[src/inc/ccrc_defs.svh]
// Constants of the cluster clock and reset control block.
// Assumes inclusion by bare name from the package and the testbench files.
`ifndef CCRC_DEFS_SVH
`define CCRC_DEFS_SVH

// ============================================================
// Build options
`define CCRC_NUM_CORES        4
`define CCRC_HAS_CLK_STOP     1'b0
`define CCRC_L2_INIT_LINES    9'h100
`define CCRC_L2_INDEX_W       8

// ============================================================
// Register byte offsets
`define CCRC_OFF_CTRL         8'h00
`define CCRC_OFF_CORE_STOP    8'h04
`define CCRC_OFF_PORST        8'h08
`define CCRC_OFF_CORERST      8'h0C
`define CCRC_OFF_FPRST        8'h10
`define CCRC_OFF_DBGRST       8'h14
`define CCRC_OFF_STATUS       8'h18

// ============================================================
// Control register fields
`define CCRC_CTRL_GATE_BIT    0
`define CCRC_CTRL_L2RST_BIT   1
`define CCRC_CTRL_SKIP_BIT    2

// ============================================================
// Status register fields
`define CCRC_ST_CORE_LSB      0
`define CCRC_ST_FP_LSB        4
`define CCRC_ST_DBG_LSB       8
`define CCRC_ST_L2RST_BIT     12
`define CCRC_ST_BUSY_BIT      13
`define CCRC_ST_DONE_BIT      14
`define CCRC_ST_CLUSTER_CLOCK_GATE_LSB     16
`define CCRC_ST_L2CLK_BIT     20

// ============================================================
// Reset values
`define CCRC_RST_GATE         1'b1
`define CCRC_RST_L2RST_N      1'b0
`define CCRC_RST_SKIP         1'b0
`define CCRC_RST_CORE_VEC     4'h0
`define CCRC_RST_STOP_VEC     4'h0

`endif

[src/inc/ccrc_pkg.sv]
// Types shared by the cluster clock and reset control files.
// Assumes the constants header is on the include path.
`include "ccrc_defs.svh"

package ccrc_pkg;

  // ============================================================
  // Per-core reset requests or domain resets, all active low
  typedef struct packed {
    logic poweron_n;
    logic core_n;
    logic fp_n;
    logic dbg_n;
  } ccrc_core_rst_t;

  // ============================================================
  // Shared cache initialisation walk
  typedef enum logic [2:0] {
    CCRC_INIT_IDLE = 3'b001,
    CCRC_INIT_WALK = 3'b010,
    CCRC_INIT_DONE = 3'b100
  } ccrc_init_state_t;

endpackage

[src/rtl/ccrc_rst_sync.sv]
// Reset synchroniser: asserts at once, releases after two clock edges.
// Assumes rst_in_n comes straight from a flip-flop or a pin, glitch free.
module ccrc_rst_sync (
  // Clock and resets
  input  wire logic clk,
  input  wire logic rst_in_n,
  // Synchronised reset
  output logic      rst_out_n
);
  import ccrc_pkg::*;

  logic stage1;

  // ============================================================
  // Two stages; the first feeds only the second
  always_ff @(posedge clk or negedge rst_in_n) begin
    if (!rst_in_n) begin
      stage1    <= 1'b0;
      rst_out_n <= 1'b0;
    end else begin
      stage1    <= 1'b1;
      rst_out_n <= stage1;
    end
  end

endmodule // ccrc_rst_sync

[src/rtl/ccrc_core_dom.sv]
// One core's reset domains built from its four reset requests.
// Assumes requests are flip-flop outputs in the clk domain.
module ccrc_core_dom (
  // Clock and reset
  input  wire logic                    clk,
  input  wire logic                    presetn,
  // Requested resets
  input  wire ccrc_pkg::ccrc_core_rst_t req,
  // Domain resets, synchronised release
  output ccrc_pkg::ccrc_core_rst_t     dom
);
  import ccrc_pkg::*;

  logic core_in_n;
  logic fp_in_n;
  logic dbg_in_n;

  // ============================================================
  // Power-on reset reaches every domain of the core
  assign core_in_n = presetn & req.poweron_n & req.core_n;
  assign fp_in_n   = presetn & req.poweron_n & req.core_n & req.fp_n;
  assign dbg_in_n  = presetn & req.poweron_n & req.dbg_n;
  assign dom.poweron_n = dom.core_n & dom.dbg_n;

  // Release of each domain waits for the clock
  ccrc_rst_sync u_core (.clk(clk), .rst_in_n(core_in_n), .rst_out_n(dom.core_n));
  ccrc_rst_sync u_fp   (.clk(clk), .rst_in_n(fp_in_n),   .rst_out_n(dom.fp_n));
  ccrc_rst_sync u_dbg  (.clk(clk), .rst_in_n(dbg_in_n),  .rst_out_n(dom.dbg_n));

endmodule // ccrc_core_dom

[src/rtl/ccrc_top.sv]
// Cluster clock and reset control: APB registers, clock enables, reset domains.
// Assumes one clock pclk and an APB master that keeps the protocol.
// Assumes the cache array clears the line at l2_init_index while l2_init_busy is high.
//
// The register addresses and register access over APB were chosen for this implementation.
module ccrc_top (
  // APB clock and reset
  input  wire logic                               pclk,
  input  wire logic                               presetn,
  // APB slave
  input  wire logic                               psel,
  input  wire logic                               penable,
  input  wire logic                               pwrite,
  input  wire logic [7:0]                         paddr,
  input  wire logic [31:0]                        pwdata,
  output logic      [31:0]                        prdata,
  output logic                                    pready,
  output logic                                    pslverr,
  // Clock enables
  output logic      [`CCRC_NUM_CORES-1:0]         core_clk_en,
  output logic                                    l2_clk_en,
  // Reset domains, active low
  output logic      [`CCRC_NUM_CORES-1:0]         core_logic_rst_n,
  output logic      [`CCRC_NUM_CORES-1:0]         fp_simd_rst_n,
  output logic      [`CCRC_NUM_CORES-1:0]         dbg_trace_rst_n,
  output logic                                    shared_cache_rst_n,
  // Shared cache initialisation walk
  output logic                                    l2_init_busy,
  output logic      [`CCRC_L2_INDEX_W-1:0]        l2_init_index
);
  import ccrc_pkg::*;

  localparam int NC = `CCRC_NUM_CORES;

  // ============================================================
  // Register state
  logic          cluster_clock_gate;
  logic          l2_rst_req_n;
  logic          shared_cache_init_skip;
  logic [NC-1:0] core_clock_stop;
  // Request vectors, active low, one bit per core
  logic [NC-1:0] core_poweron_rst_n;
  logic [NC-1:0] core_logic_req_n;
  logic [NC-1:0] fp_simd_req_n;
  logic [NC-1:0] dbg_trace_req_n;

  // APB phase qualifiers
  logic          setup_phase;
  logic          wr_commit;
  logic          next_hit;
  logic [31:0]   next_rdata;
  logic [31:0]   status_word;

  // Domain results
  ccrc_core_rst_t          core_req [NC];
  ccrc_core_rst_t          core_dom [NC];
  logic [NC-1:0]           dom_core_n;
  logic [NC-1:0]           dom_fp_n;
  logic [NC-1:0]           dom_dbg_n;
  logic                    l2_in_n;
  logic                    l2_sync_n;
  logic                    l2_sync_d;
  // Walk state and line counter
  ccrc_init_state_t        init_state;
  logic [8:0]              init_count;
  logic                    init_done;

  // ============================================================
  // Address decode, reused by read and write paths
  function automatic logic addr_is(input logic [7:0] addr, input logic [7:0] off);
    addr_is = (addr == off);
  endfunction

  // Access is taken on the first access cycle; pready only pulses then
  assign setup_phase = psel & ~penable;
  assign wr_commit   = psel & penable & pready & pwrite;

  // ============================================================
  // APB handshake; one wait-free access cycle after setup
  // Back-to-back setups are fine: pready is rebuilt from every setup cycle
  always_ff @(posedge pclk or negedge presetn) begin
    if (!presetn) begin
      pready <= 1'b0;
    end else begin
      pready <= setup_phase;
    end
  end

  // Read data and error captured at setup, held through access
  // Unmapped offsets raise pslverr; a write there changes no state
  always_ff @(posedge pclk or negedge presetn) begin
    if (!presetn) begin
      prdata  <= 32'h0000_0000;
      pslverr <= 1'b0;
    end else if (setup_phase) begin
      prdata  <= pwrite ? 32'h0000_0000 : next_rdata;
      pslverr <= ~next_hit;
    // Back to zero once the access cycle is over
    end else if (pready) begin
      prdata  <= 32'h0000_0000;
      pslverr <= 1'b0;
    end
  end

  // ============================================================
  // Status word shows the block's own state
  // Read-only; a write to this offset is taken without error and dropped
  always_comb begin
    status_word = 32'h0000_0000;
    status_word[`CCRC_ST_CORE_LSB +: NC]  = dom_core_n;
    status_word[`CCRC_ST_FP_LSB +: NC]    = dom_fp_n;
    status_word[`CCRC_ST_DBG_LSB +: NC]   = dom_dbg_n;
    status_word[`CCRC_ST_L2RST_BIT]       = shared_cache_rst_n;
    status_word[`CCRC_ST_BUSY_BIT]        = l2_init_busy;
    status_word[`CCRC_ST_DONE_BIT]        = init_done;
    status_word[`CCRC_ST_CLUSTER_CLOCK_GATE_LSB +: NC] = core_clk_en;
    status_word[`CCRC_ST_L2CLK_BIT]       = l2_clk_en;
  end

  // Read mux; unmapped addresses read zero and flag an error
  // One offset per register, all word aligned
  always_comb begin
    next_rdata = 32'h0000_0000;
    next_hit   = 1'b1;
    if (addr_is(paddr, `CCRC_OFF_CTRL)) begin
      next_rdata[`CCRC_CTRL_GATE_BIT]  = cluster_clock_gate;
      next_rdata[`CCRC_CTRL_L2RST_BIT] = l2_rst_req_n;
      next_rdata[`CCRC_CTRL_SKIP_BIT]  = shared_cache_init_skip;
    end else if (addr_is(paddr, `CCRC_OFF_CORE_STOP)) begin
      next_rdata[NC-1:0] = core_clock_stop;
    end else if (addr_is(paddr, `CCRC_OFF_PORST)) begin
      next_rdata[NC-1:0] = core_poweron_rst_n;
    end else if (addr_is(paddr, `CCRC_OFF_CORERST)) begin
      next_rdata[NC-1:0] = core_logic_req_n;
    end else if (addr_is(paddr, `CCRC_OFF_FPRST)) begin
      next_rdata[NC-1:0] = fp_simd_req_n;
    end else if (addr_is(paddr, `CCRC_OFF_DBGRST)) begin
      next_rdata[NC-1:0] = dbg_trace_req_n;
    end else if (addr_is(paddr, `CCRC_OFF_STATUS)) begin
      next_rdata = status_word;
    end else begin
      next_hit = 1'b0;
    end
  end

  // ============================================================
  // Cluster control register
  // Software must only drop the gate with every core idle and both ports quiet
  always_ff @(posedge pclk or negedge presetn) begin
    if (!presetn) begin
      cluster_clock_gate     <= `CCRC_RST_GATE;
      l2_rst_req_n           <= `CCRC_RST_L2RST_N;
      shared_cache_init_skip <= `CCRC_RST_SKIP;
    end else if (wr_commit && addr_is(paddr, `CCRC_OFF_CTRL)) begin
      cluster_clock_gate     <= pwdata[`CCRC_CTRL_GATE_BIT];
      l2_rst_req_n           <= pwdata[`CCRC_CTRL_L2RST_BIT];
      shared_cache_init_skip <= pwdata[`CCRC_CTRL_SKIP_BIT];
    end
  end

  // Clock stop bits; without the build option they stay at zero
  // Limitation: writes are accepted but leave the bits at zero in this build
  always_ff @(posedge pclk or negedge presetn) begin
    if (!presetn) begin
      core_clock_stop <= `CCRC_RST_STOP_VEC;
    end else if (wr_commit && addr_is(paddr, `CCRC_OFF_CORE_STOP)) begin
      core_clock_stop <= pwdata[NC-1:0] & {NC{`CCRC_HAS_CLK_STOP}};
    end
  end

  // Per-core reset request vectors, one bit per core, all held in reset at start
  // Each offset owns one vector; bits above the core count are ignored
  always_ff @(posedge pclk or negedge presetn) begin
    if (!presetn) begin
      core_poweron_rst_n <= `CCRC_RST_CORE_VEC;
      core_logic_req_n   <= `CCRC_RST_CORE_VEC;
      fp_simd_req_n      <= `CCRC_RST_CORE_VEC;
      dbg_trace_req_n    <= `CCRC_RST_CORE_VEC;
    end else if (wr_commit) begin
      if (addr_is(paddr, `CCRC_OFF_PORST)) begin
        core_poweron_rst_n <= pwdata[NC-1:0];
      end
      if (addr_is(paddr, `CCRC_OFF_CORERST)) begin
        core_logic_req_n <= pwdata[NC-1:0];
      end
      if (addr_is(paddr, `CCRC_OFF_FPRST)) begin
        fp_simd_req_n <= pwdata[NC-1:0];
      end
      if (addr_is(paddr, `CCRC_OFF_DBGRST)) begin
        dbg_trace_req_n <= pwdata[NC-1:0];
      end
    end
  end

  // ============================================================
  // Clock enables; registered so the gate cell sees a clean level
  // Stop bits mask single cores; the shared cache clock follows the gate only
  always_ff @(posedge pclk or negedge presetn) begin
    if (!presetn) begin
      core_clk_en <= {NC{1'b0}};
      l2_clk_en   <= 1'b0;
    end else begin
      core_clk_en <= {NC{cluster_clock_gate}} & ~core_clock_stop;
      l2_clk_en   <= cluster_clock_gate;
    end
  end

  // ============================================================
  // Per-core reset domains
  generate
    for (genvar i = 0; i < NC; i++) begin : g_core
      // Gather this core's four requests into the carrier
      assign core_req[i].poweron_n = core_poweron_rst_n[i];
      assign core_req[i].core_n    = core_logic_req_n[i];
      assign core_req[i].fp_n      = fp_simd_req_n[i];
      assign core_req[i].dbg_n     = dbg_trace_req_n[i];

      ccrc_core_dom u_dom (
        .clk     (pclk),
        .presetn (presetn),
        .req     (core_req[i]),
        .dom     (core_dom[i])
      );

      // Split the domains back into per-domain vectors
      assign dom_core_n[i] = core_dom[i].core_n;
      assign dom_fp_n[i]   = core_dom[i].fp_n;
      assign dom_dbg_n[i]  = core_dom[i].dbg_n;
    end
  endgenerate

  // Synchroniser outputs are flops; this just names them as ports
  // No logic between synchroniser and pin, so no glitch can reach a core
  assign core_logic_rst_n = dom_core_n;
  assign fp_simd_rst_n    = dom_fp_n;
  assign dbg_trace_rst_n  = dom_dbg_n;

  // ============================================================
  // Shared cache controller reset
  // Asserts with no clock through the synchroniser; release waits two edges
  assign l2_in_n = presetn & l2_rst_req_n;

  ccrc_rst_sync u_l2_sync (
    .clk       (pclk),
    .rst_in_n  (l2_in_n),
    .rst_out_n (l2_sync_n)
  );

  // Controller leaves reset only once the walk is over or skipped; waiting for
  // the done state avoids a one-cycle release before the walk starts
  always_ff @(posedge pclk or negedge l2_sync_n) begin
    if (!l2_sync_n) begin
      shared_cache_rst_n <= 1'b0;
    end else begin
      shared_cache_rst_n <= (init_state == CCRC_INIT_DONE);
    end
  end

  // Release edge of the synchronised request starts the walk
  // Only the synchroniser output is delayed here, never its first stage
  always_ff @(posedge pclk or negedge presetn) begin
    if (!presetn) begin
      l2_sync_d <= 1'b0;
    end else begin
      l2_sync_d <= l2_sync_n;
    end
  end

  // ============================================================
  // Contents walk: one line per cycle, skipped when the skip bit is set
  // Skip bit is read once, at the release edge; later writes wait for the next one
  always_ff @(posedge pclk or negedge presetn) begin
    if (!presetn) begin
      init_state <= CCRC_INIT_IDLE;
      init_count <= 9'h000;
      init_done  <= 1'b0;
    end else if (!l2_sync_n) begin
      init_state <= CCRC_INIT_IDLE;
      init_count <= 9'h000;
      init_done  <= 1'b0;
    end else begin
      case (init_state)
        CCRC_INIT_IDLE: begin
          // Wait for the release edge of the request
          if (!l2_sync_d) begin
            if (shared_cache_init_skip) begin
              init_state <= CCRC_INIT_DONE;
            end else begin
              init_state <= CCRC_INIT_WALK;
              init_count <= 9'h000;
            end
          end
        end
        CCRC_INIT_WALK: begin
          // Last line this cycle; the controller may leave reset next
          if (init_count == `CCRC_L2_INIT_LINES - 9'h001) begin
            init_state <= CCRC_INIT_DONE;
            init_done  <= 1'b1;
          end else begin
            init_count <= init_count + 9'h001;
          end
        end
        CCRC_INIT_DONE: begin
          // Stay until the request is taken away
          init_state <= CCRC_INIT_DONE;
        end
        default: begin
          // Unused code: start over from idle
          init_state <= CCRC_INIT_IDLE;
        end
      endcase
    end
  end

  // Walk outputs registered for the cache array
  // Index lags the counter by one cycle, in step with l2_init_busy
  always_ff @(posedge pclk or negedge presetn) begin
    if (!presetn) begin
      l2_init_busy  <= 1'b0;
      l2_init_index <= {`CCRC_L2_INDEX_W{1'b0}};
    end else begin
      l2_init_busy  <= (init_state == CCRC_INIT_WALK);
      l2_init_index <= init_count[`CCRC_L2_INDEX_W-1:0];
    end
  end

endmodule // ccrc_top

[config.mk]
export PLATFORM = sky130hd
export DESIGN_NAME = ccrc_top
export DESIGN_NICKNAME = d
export VERILOG_FILES = /design/src/inc/ccrc_pkg.sv /design/src/rtl/ccrc_rst_sync.sv /design/src/rtl/ccrc_core_dom.sv /design/src/rtl/ccrc_top.sv
export VERILOG_INCLUDE_DIRS = /design/src /design/src/inc
export SDC_FILE = /design/constraint.sdc
export NUM_CORES = 1
export LEC_CHECK = 0
export ABC_CLOCK_PERIOD_IN_PS = 800
export BUFFER_PORTS_ARGS = -buffer_cell sky130_fd_sc_hd__buf_2
export CORE_MARGIN = 8
export CORE_UTILIZATION = 45
export DETAILED_ROUTE_END_ITERATION = 16
export GPL_ROUTABILITY_DRIVEN = 0
export PLACE_DENSITY = 0.82
export SETUP_SLACK_MARGIN = 0.1
export SYNTH_ARGS = -nofsm -noshare
export SYNTH_HDL_FRONTEND = slang
export SYNTH_SLANG_ARGS = --single-unit
[constraint.sdc]
create_clock -name pclk -period 0.8 [get_ports pclk]
set_input_delay 0.04 -clock pclk [delete_from_list [all_inputs] [get_ports pclk]]
set_output_delay 0.04 -clock pclk [all_outputs]
set_load 0.01 [all_outputs]
Word-level counts from Yosys, hierarchy flattened
Index checks and enable logic that the tools add are counted.
{"block": "op_classes", "n_lt_le_gt_ge": 0, "reduce_logical": 10, "n_shift": 0, "div": 0, "multipliers": 0, "n_bitwise": 23, "mux": 38, "addsub": 1, "n_eq_ne": 17}
{"operator": "2-to-1 mux 32 bit", "n": 3}
{"operator": "2-to-1 mux 17 bit", "n": 5}
{"operator": "2-to-1 mux 9 bit", "n": 4}
{"operator": "2-to-1 mux 29 bit", "n": 1}
{"operator": "== test 8 x 5 -> 1 bit, second input constant", "n": 3}
{"operator": "bitwise AND 1 bit", "n": 21}
{"operator": "2-to-1 mux 21 bit", "n": 1}
{"operator": "2-to-1 mux 4 bit", "n": 5}
{"operator": "case mux 9 bit (2 select lines)", "n": 1}
{"operator": "== test 8 x 4 -> 1 bit, second input constant", "n": 2}
{"operator": "2-to-1 mux 3 bit", "n": 5}
{"operator": "inequality test 3 bit, second input constant", "n": 5}
{"operator": "2-to-1 mux 1 bit", "n": 12}
{"operator": "AND reduction 2 bit", "n": 6}
{"operator": "adder 9 x 1 -> 9 bit, second input constant", "n": 1}
{"operator": "== test 9 x 8 -> 1 bit, second input constant", "n": 1}
{"operator": "case mux 3 bit (3 select lines)", "n": 1}
{"operator": "== test 8 x 3 -> 1 bit, second input constant", "n": 1}
{"operator": "logical NOT 8 bit", "n": 1}
{"operator": "inequality test 2 bit, second input constant", "n": 2}
{"operator": "AND reduction 4 bit", "n": 1}
{"operator": "== test 3 x 1 -> 1 bit, second input constant", "n": 1}
{"operator": "== test 3 x 2 -> 1 bit, second input constant", "n": 1}
{"operator": "== test 3 bit, second input constant", "n": 1}
{"operator": "3 further kinds", "n": 4}
{"block": "word_totals", "input_bits": 45, "reg_bits": 105, "output_inout_bits": 61, "mem_bits_rw": 0, "rom_bits": 0, "mem_count": 0, "latch_bits": 0, "elab_cells": 134}

Logic depth before layout (Yosys ltp)
{"block": "logic_depth", "depth_word": 10, "ltp_mapped": 10, "depth_no_buf": 9}

Hierarchy
A second synthesis with hierarchy kept.
{"block": "unflattened", "cells_unflattened": 302, "area_unflattened_um2": 3729.8}
{"module": "ccrc_top", "seq_area_each_um2": 1554.0, "instances": 1, "cells_per_inst": 247, "area_each_um2": 2910.3}
{"module": "ccrc_rst_sync", "seq_area_each_um2": 50.0, "instances": 13, "cells_per_inst": 3, "area_each_um2": 53.8}
{"module": "ccrc_core_dom", "seq_area_each_um2": 0.0, "instances": 4, "cells_per_inst": 4, "area_each_um2": 30.0}

Worst setup path before layout
No wires, ideal clock.
{"block": "synth_path", "path_kind": "register to register", "start": "register init_count[0]", "end": "register init_count[0]", "setup_ns": 0.080, "t_arrival_ns": 2.091, "path_slack_ns": -1.371, "t_required_ns": 0.720, "n_path_buf": 1, "period_less_slack_ns": 2.171, "path_stages_with_launch": 11, "path_cell_list": "dfrtp_1 -> ha_1 -> and3_1 -> nand3_1 -> nor2_1 -> ha_1 -> nor3b_1 -> o21bai_1 -> clkbuf_1 -> or3_1 -> a21oi_1"}
{"block": "synth_via", "elab_chain_len": 4, "elab_cells_between_ends": 7, "classes_between": "add/sub: 1; eq/ne: 2; mux: 3; reduce/logical: 1"}
{"item": "from (decl)", "line": "ccrc_top.sv:65", "text": "logic [8:0] init_count;"}
{"item": "from (signal assigned)", "line": "ccrc_top.sv:300", "text": "init_count <= init_count + 9'h001;"}
{"item": "adder 9 x 1 -> 9 bit", "line": "ccrc_top.sv:300"}
{"item": "2-to-1 mux 9 bit", "line": "ccrc_top.sv:296", "text": "if (init_count == `CCRC_L2_INIT_LINES - 9'h001) begin"}
{"item": "case mux 9 bit (2 select lines)", "line": "ccrc_top.sv:282", "text": "case (init_state)"}
{"item": "2-to-1 mux 9 bit", "line": "ccrc_top.sv:277", "text": "end else if (!l2_sync_n) begin"}
Several ways; a longest one is shown, not always the timed one. The select of a mux whose other input is x is not followed.
A chain may end at the register's enable or synchronous reset.

Worst setup path in the final report
{"block": "layout_path", "start": "register init_count[1]", "end": "register init_count[8]"}
Same word-level chain as after synthesis.

==> results by group <==
Status
  • Status: finished with violations
  • Failing checks: negative hold slack, negative setup slack

GRT
  • Pin count of the biggest net entering global routing: 23
  • Met1 usage: 20.3%
  • Antenna violations before repair: 0
  • Most Used Layer, Global Route: met2
  • First-pass GRT wire length: roughly 17 mm
  • Tot GR Track Use: a little under a fifth
  • Overflow after GRT: 0
  • Met2 Resource Use GR: between 30% and 40%
  • Vias in the first global route: between 3000 and 4000
  • GRT met3 Usage: under 10%

Timing
  • Fin Hold WS: -0.0296 ns
  • Final worst setup slack: -1.24 ns
  • Final Skew: ~0.011 ns
  • Setup violators final: between 150 and 200
  • Setup TNS: -57.89 ns
  • Slew Viols, Final: 0
  • Time the worst path needs with I/O delays and setup: 2.04 ns
  • Final Hold Vio Count: 7
  • Worst rel slew slack: approximately 50%
  • Fin crit share: 256%
  • Worst slew pin tran: approximately 0.75 ns
  • Fmax: roughly 0.49 GHz
  • RSZ-0062 raised after global routing: true

Route
  • Average wire per standard cell: approximately 18 µm
  • Drt initial violations: about 110
  • TritonRoute pass-1 iters: 4
  • # DRC: 0
  • Via density per instance: between 5 and 6
  • Final WL: ~11 mm
  • ANT nets after route: 0
  • Vias: between 3000 and 4000

Cells and area
  • Fillers: ~550
  • Share of layout cells above drive strength 1: a little under three fifths
  • Multi-input logic area: approximately 1600 µm²
  • Final design instance area without fill: 5660 µm²
  • Area grow syn2layout: 51.6%
  • Reg area: 2210 µm²
  • Antenna Cells: 0
  • Final #Nets: 536

Critical path
  • Slowest stage delay, CP: roughly 0.4 ns
  • Critical Path Most Common Cell: ha_2
  • Crit path buffers/inverters: 1
  • Kind of critical path: register to register
  • Reg2reg end: init_count[8]
  • WP data arrival: ~2.3 ns
  • R2R Setup Slk: -1.24 ns
  • Worst Setup EP: init_count[8]
  • Critical Path Stages: 10
  • Critical Path Source Type: register
  • Critical Path Source: init_count[1]
  • CP Capture Type: register
  • Critical Path Fanout Max: 8
  • Critical Path RT: 1.08 ns
  • R2R depth: 10
  • Cell Chain, Critical Path: ha_2 > and3_4 > nand3_4 > nor2_2 > ha_2 > nor3b_2 > o21bai_1 > buf_4 > or3_1 > a21oi_2
  • Max stage delay cell, worst path: dfrtp_1
  • Top delay family on crit path: simple AND/OR/NAND/NOR gates
  • RR Startpoint: init_count[1]

Clock network
  • Reg clk slew, reported paths: around 0.09 ns
  • CTS Sinks: roughly 90
  • CTS Root Cell: clkbuf_8
  • Clock tree from TritonCTS: done
  • Skew-Pair Late Insertion Delay: ~0.36 ns
  • Clock Path Buffers: 2
  • TritonCTS Buffers: 9
  • Number of H-tree levels: 3

Logic synthesis
  • Post-synth top area cell: dfrtp_1
  • Yosys cell types: 48
  • Mapped cell area: ~3700 µm²
  • Synth area leaders: dfrtp_1, buf_4, mux2_2, a22o_1, o21ai_0
  • Synth Area per Inst: approximately 12 µm²
  • Post-synthesis async set-or-reset flop share: 100%
  • Ys flop type: dfrtp_1
  • Seq/Total Area, Yosys: roughly three fifths
  • YS warnings: 0
  • Top cell type's share of synthesized area: just under 60%
  • Post-synthesis register bit count: 88
  • Gate Count Post-Synth: 313
  • Post-synth EDFFs: 0

Hold path
  • Worst hold-check path type: primary input to register

Floorplanning
  • Rows: 33
  • Die Width: ~110 µm
  • Overall die height: roughly 110 µm
  • Initial Utilization: 45.9%
  • Die area: ~11000 µm²
  • Io pins: ~110
  • Core Region: between 8000 and 9000 µm²

Power
  • Total power: approximately 9000 µW
  • Pwr dens: ~1600 nW/µm²
  • Leakage: 0.00287 µW
  • Maximum vdd drop: 0.00110 V

Placement
  • Placed instance area: between 4000 and 5000 µm²
  • IO Port Bufs: 65
  • Detailed Place HPWL: around 7 mm

Job
  • # Max-Cap Violations: 0
-- worst min path at each step --
stage                     endpoint       from  depth (start not counted)  slack [ns]
6_report       core_logic_req_n[0]  pwdata[0]                          2       -0.03
5_1_grt        core_logic_req_n[0]  pwdata[0]                          2       -0.04
4_1_cts           fp_simd_req_n[3]  pwdata[3]                          2       -0.04
3_5_place_dp             prdata[0]    presetn                          2        0.01
3_3_place_gp             l2_sync_d    presetn                          2        0.02
2_1_floorplan  core_logic_req_n[0]    presetn                          0       -0.26
-- sequential cells by signal (all words and copies together), names as in the netlist, 3 cells and up --
| signal | cells |
|---|---|
| g_core.u_dom.u_dbg.rst_out_n | 4 |
| init_state | 3 |
| core_poweron_rst_n | 4 |
| g_core.u_dom.u_dbg.stage1 | 4 |
| g_core.u_dom.u_fp.rst_out_n | 4 |
| g_core.u_dom.u_fp.stage1 | 4 |
| dbg_trace_req_n | 4 |
| g_core.u_dom.u_core.rst_out_n | 4 |
| init_count | 9 |
| prdata | 16 |
| core_logic_req_n | 4 |
| fp_simd_req_n | 4 |
| g_core.u_dom.u_core.stage1 | 4 |
| l2_init_index | 8 |
-- cell type report --
class / instances / share of cell area (%)
multi-input cells: 198 / 28.8
clock buffers: 11 / 2.32
inverters: 8 / 0.574
flip-flops and latches: 88 / 38.9
repair buffers: 184 / 25.6
well taps: 105 / 2.32
clock inverters: 5 / 1.44
-- synthesized netlist by cell type (all sizes together), types with 2 or more instances --
library cell	count
dfrtp	86
buf	36
mux2	20
nor2	18
o21ai	17
nand2	16
a22o	12
a21oi	10
and3	10
and2	7
inv	7
nor4	7
clkbuf	6
a22oi	5
mux2i	5
nand3	4
nand3b	4
nand2b	3
nor3	3
or3	3
or4	3
a221oi	2
a31oi	2
a32oi	2
conb	2
dfstp	2
ha	2
nor2b	2
nor3b	2
or2	2
or3b	2
-- through the flow --
stage	hold slack (ns)	util [%]	cells	worst slack [ns]
CTS	-0.0431	66.7	585	-1.16
finish	-0.0296	69.6	599	-1.24
floorplan	-0.256	-	336	-1.17
global route	-0.0389	69.6	599	-1.32
global placement	0.0188	59.0	547	-1.10
detailed placement	0.0110	59.0	547	-1.15
-- metal layers --
layer  up-vias  share of wire, %
li1       1410                 -
met1      1567                38
met4         0               2.7
met3        30               5.9
met5         -                 0
met2       113                53
-- cell usage in the layout (no fill, tap or decap), types with 5 or more instances in the layout --
cell	instances
nand2_1	13
dfrtp_1	85
mux2_4	15
buf_4	91
o21ai_0	6
and3_1	7
buf_6	33
clkbuf_8	9
conb_1	25
a22o_1	12
a21oi_1	5
a21oi_2	5
nor2_1	12
buf_2	51
inv_1	5
mux2i_1	5
o21ai_1	7
mux2_2	5
-- worst reg2reg max path, cell delays in order (launching register included) --
cell and delay (ns):
dfrtp_1 0.40, ha_2 0.19, and3_4 0.19, nand3_4 0.06, nor2_2 0.05, ha_2 0.18, nor3b_2 0.15, o21bai_1 0.08
buf_4 0.17, or3_1 0.35, a21oi_2 0.15
-- cells by family (layout without fill, tap and decap cells) --
family | after synthesis | count (layout) | synth area share [%]
AOI/OAI and AO/OA | 57 | 57 | 10.3
muxes | 25 | 25 | 7.77
other | 2 | 25 | 0.201
buffers and inverters | 50 | 208 | 8.71
and+or+nand+nor | 89 | 89 | 13.4
adders and majority gates | 2 | 2 | 0.670
DFF | 88 | 88 | 59.0
-- report_power, final --
part           internal [µW]  leakage (µW)  switching [µW]
clock                   1760      0.000104            1550
combinational            431       0.00158             480
sequential              4540       0.00118            54.5
-- repair_timing --
item,4_1_cts,5_1_grt
endpoints found under the setup margin,103,184
cloned,1,0
hold endpoints to repair,88,86
setup buffers,21,17
resized for setup,63,31
pin swaps,16,14
hold buffers,3,2
Power figures use the tool's default switching activity.
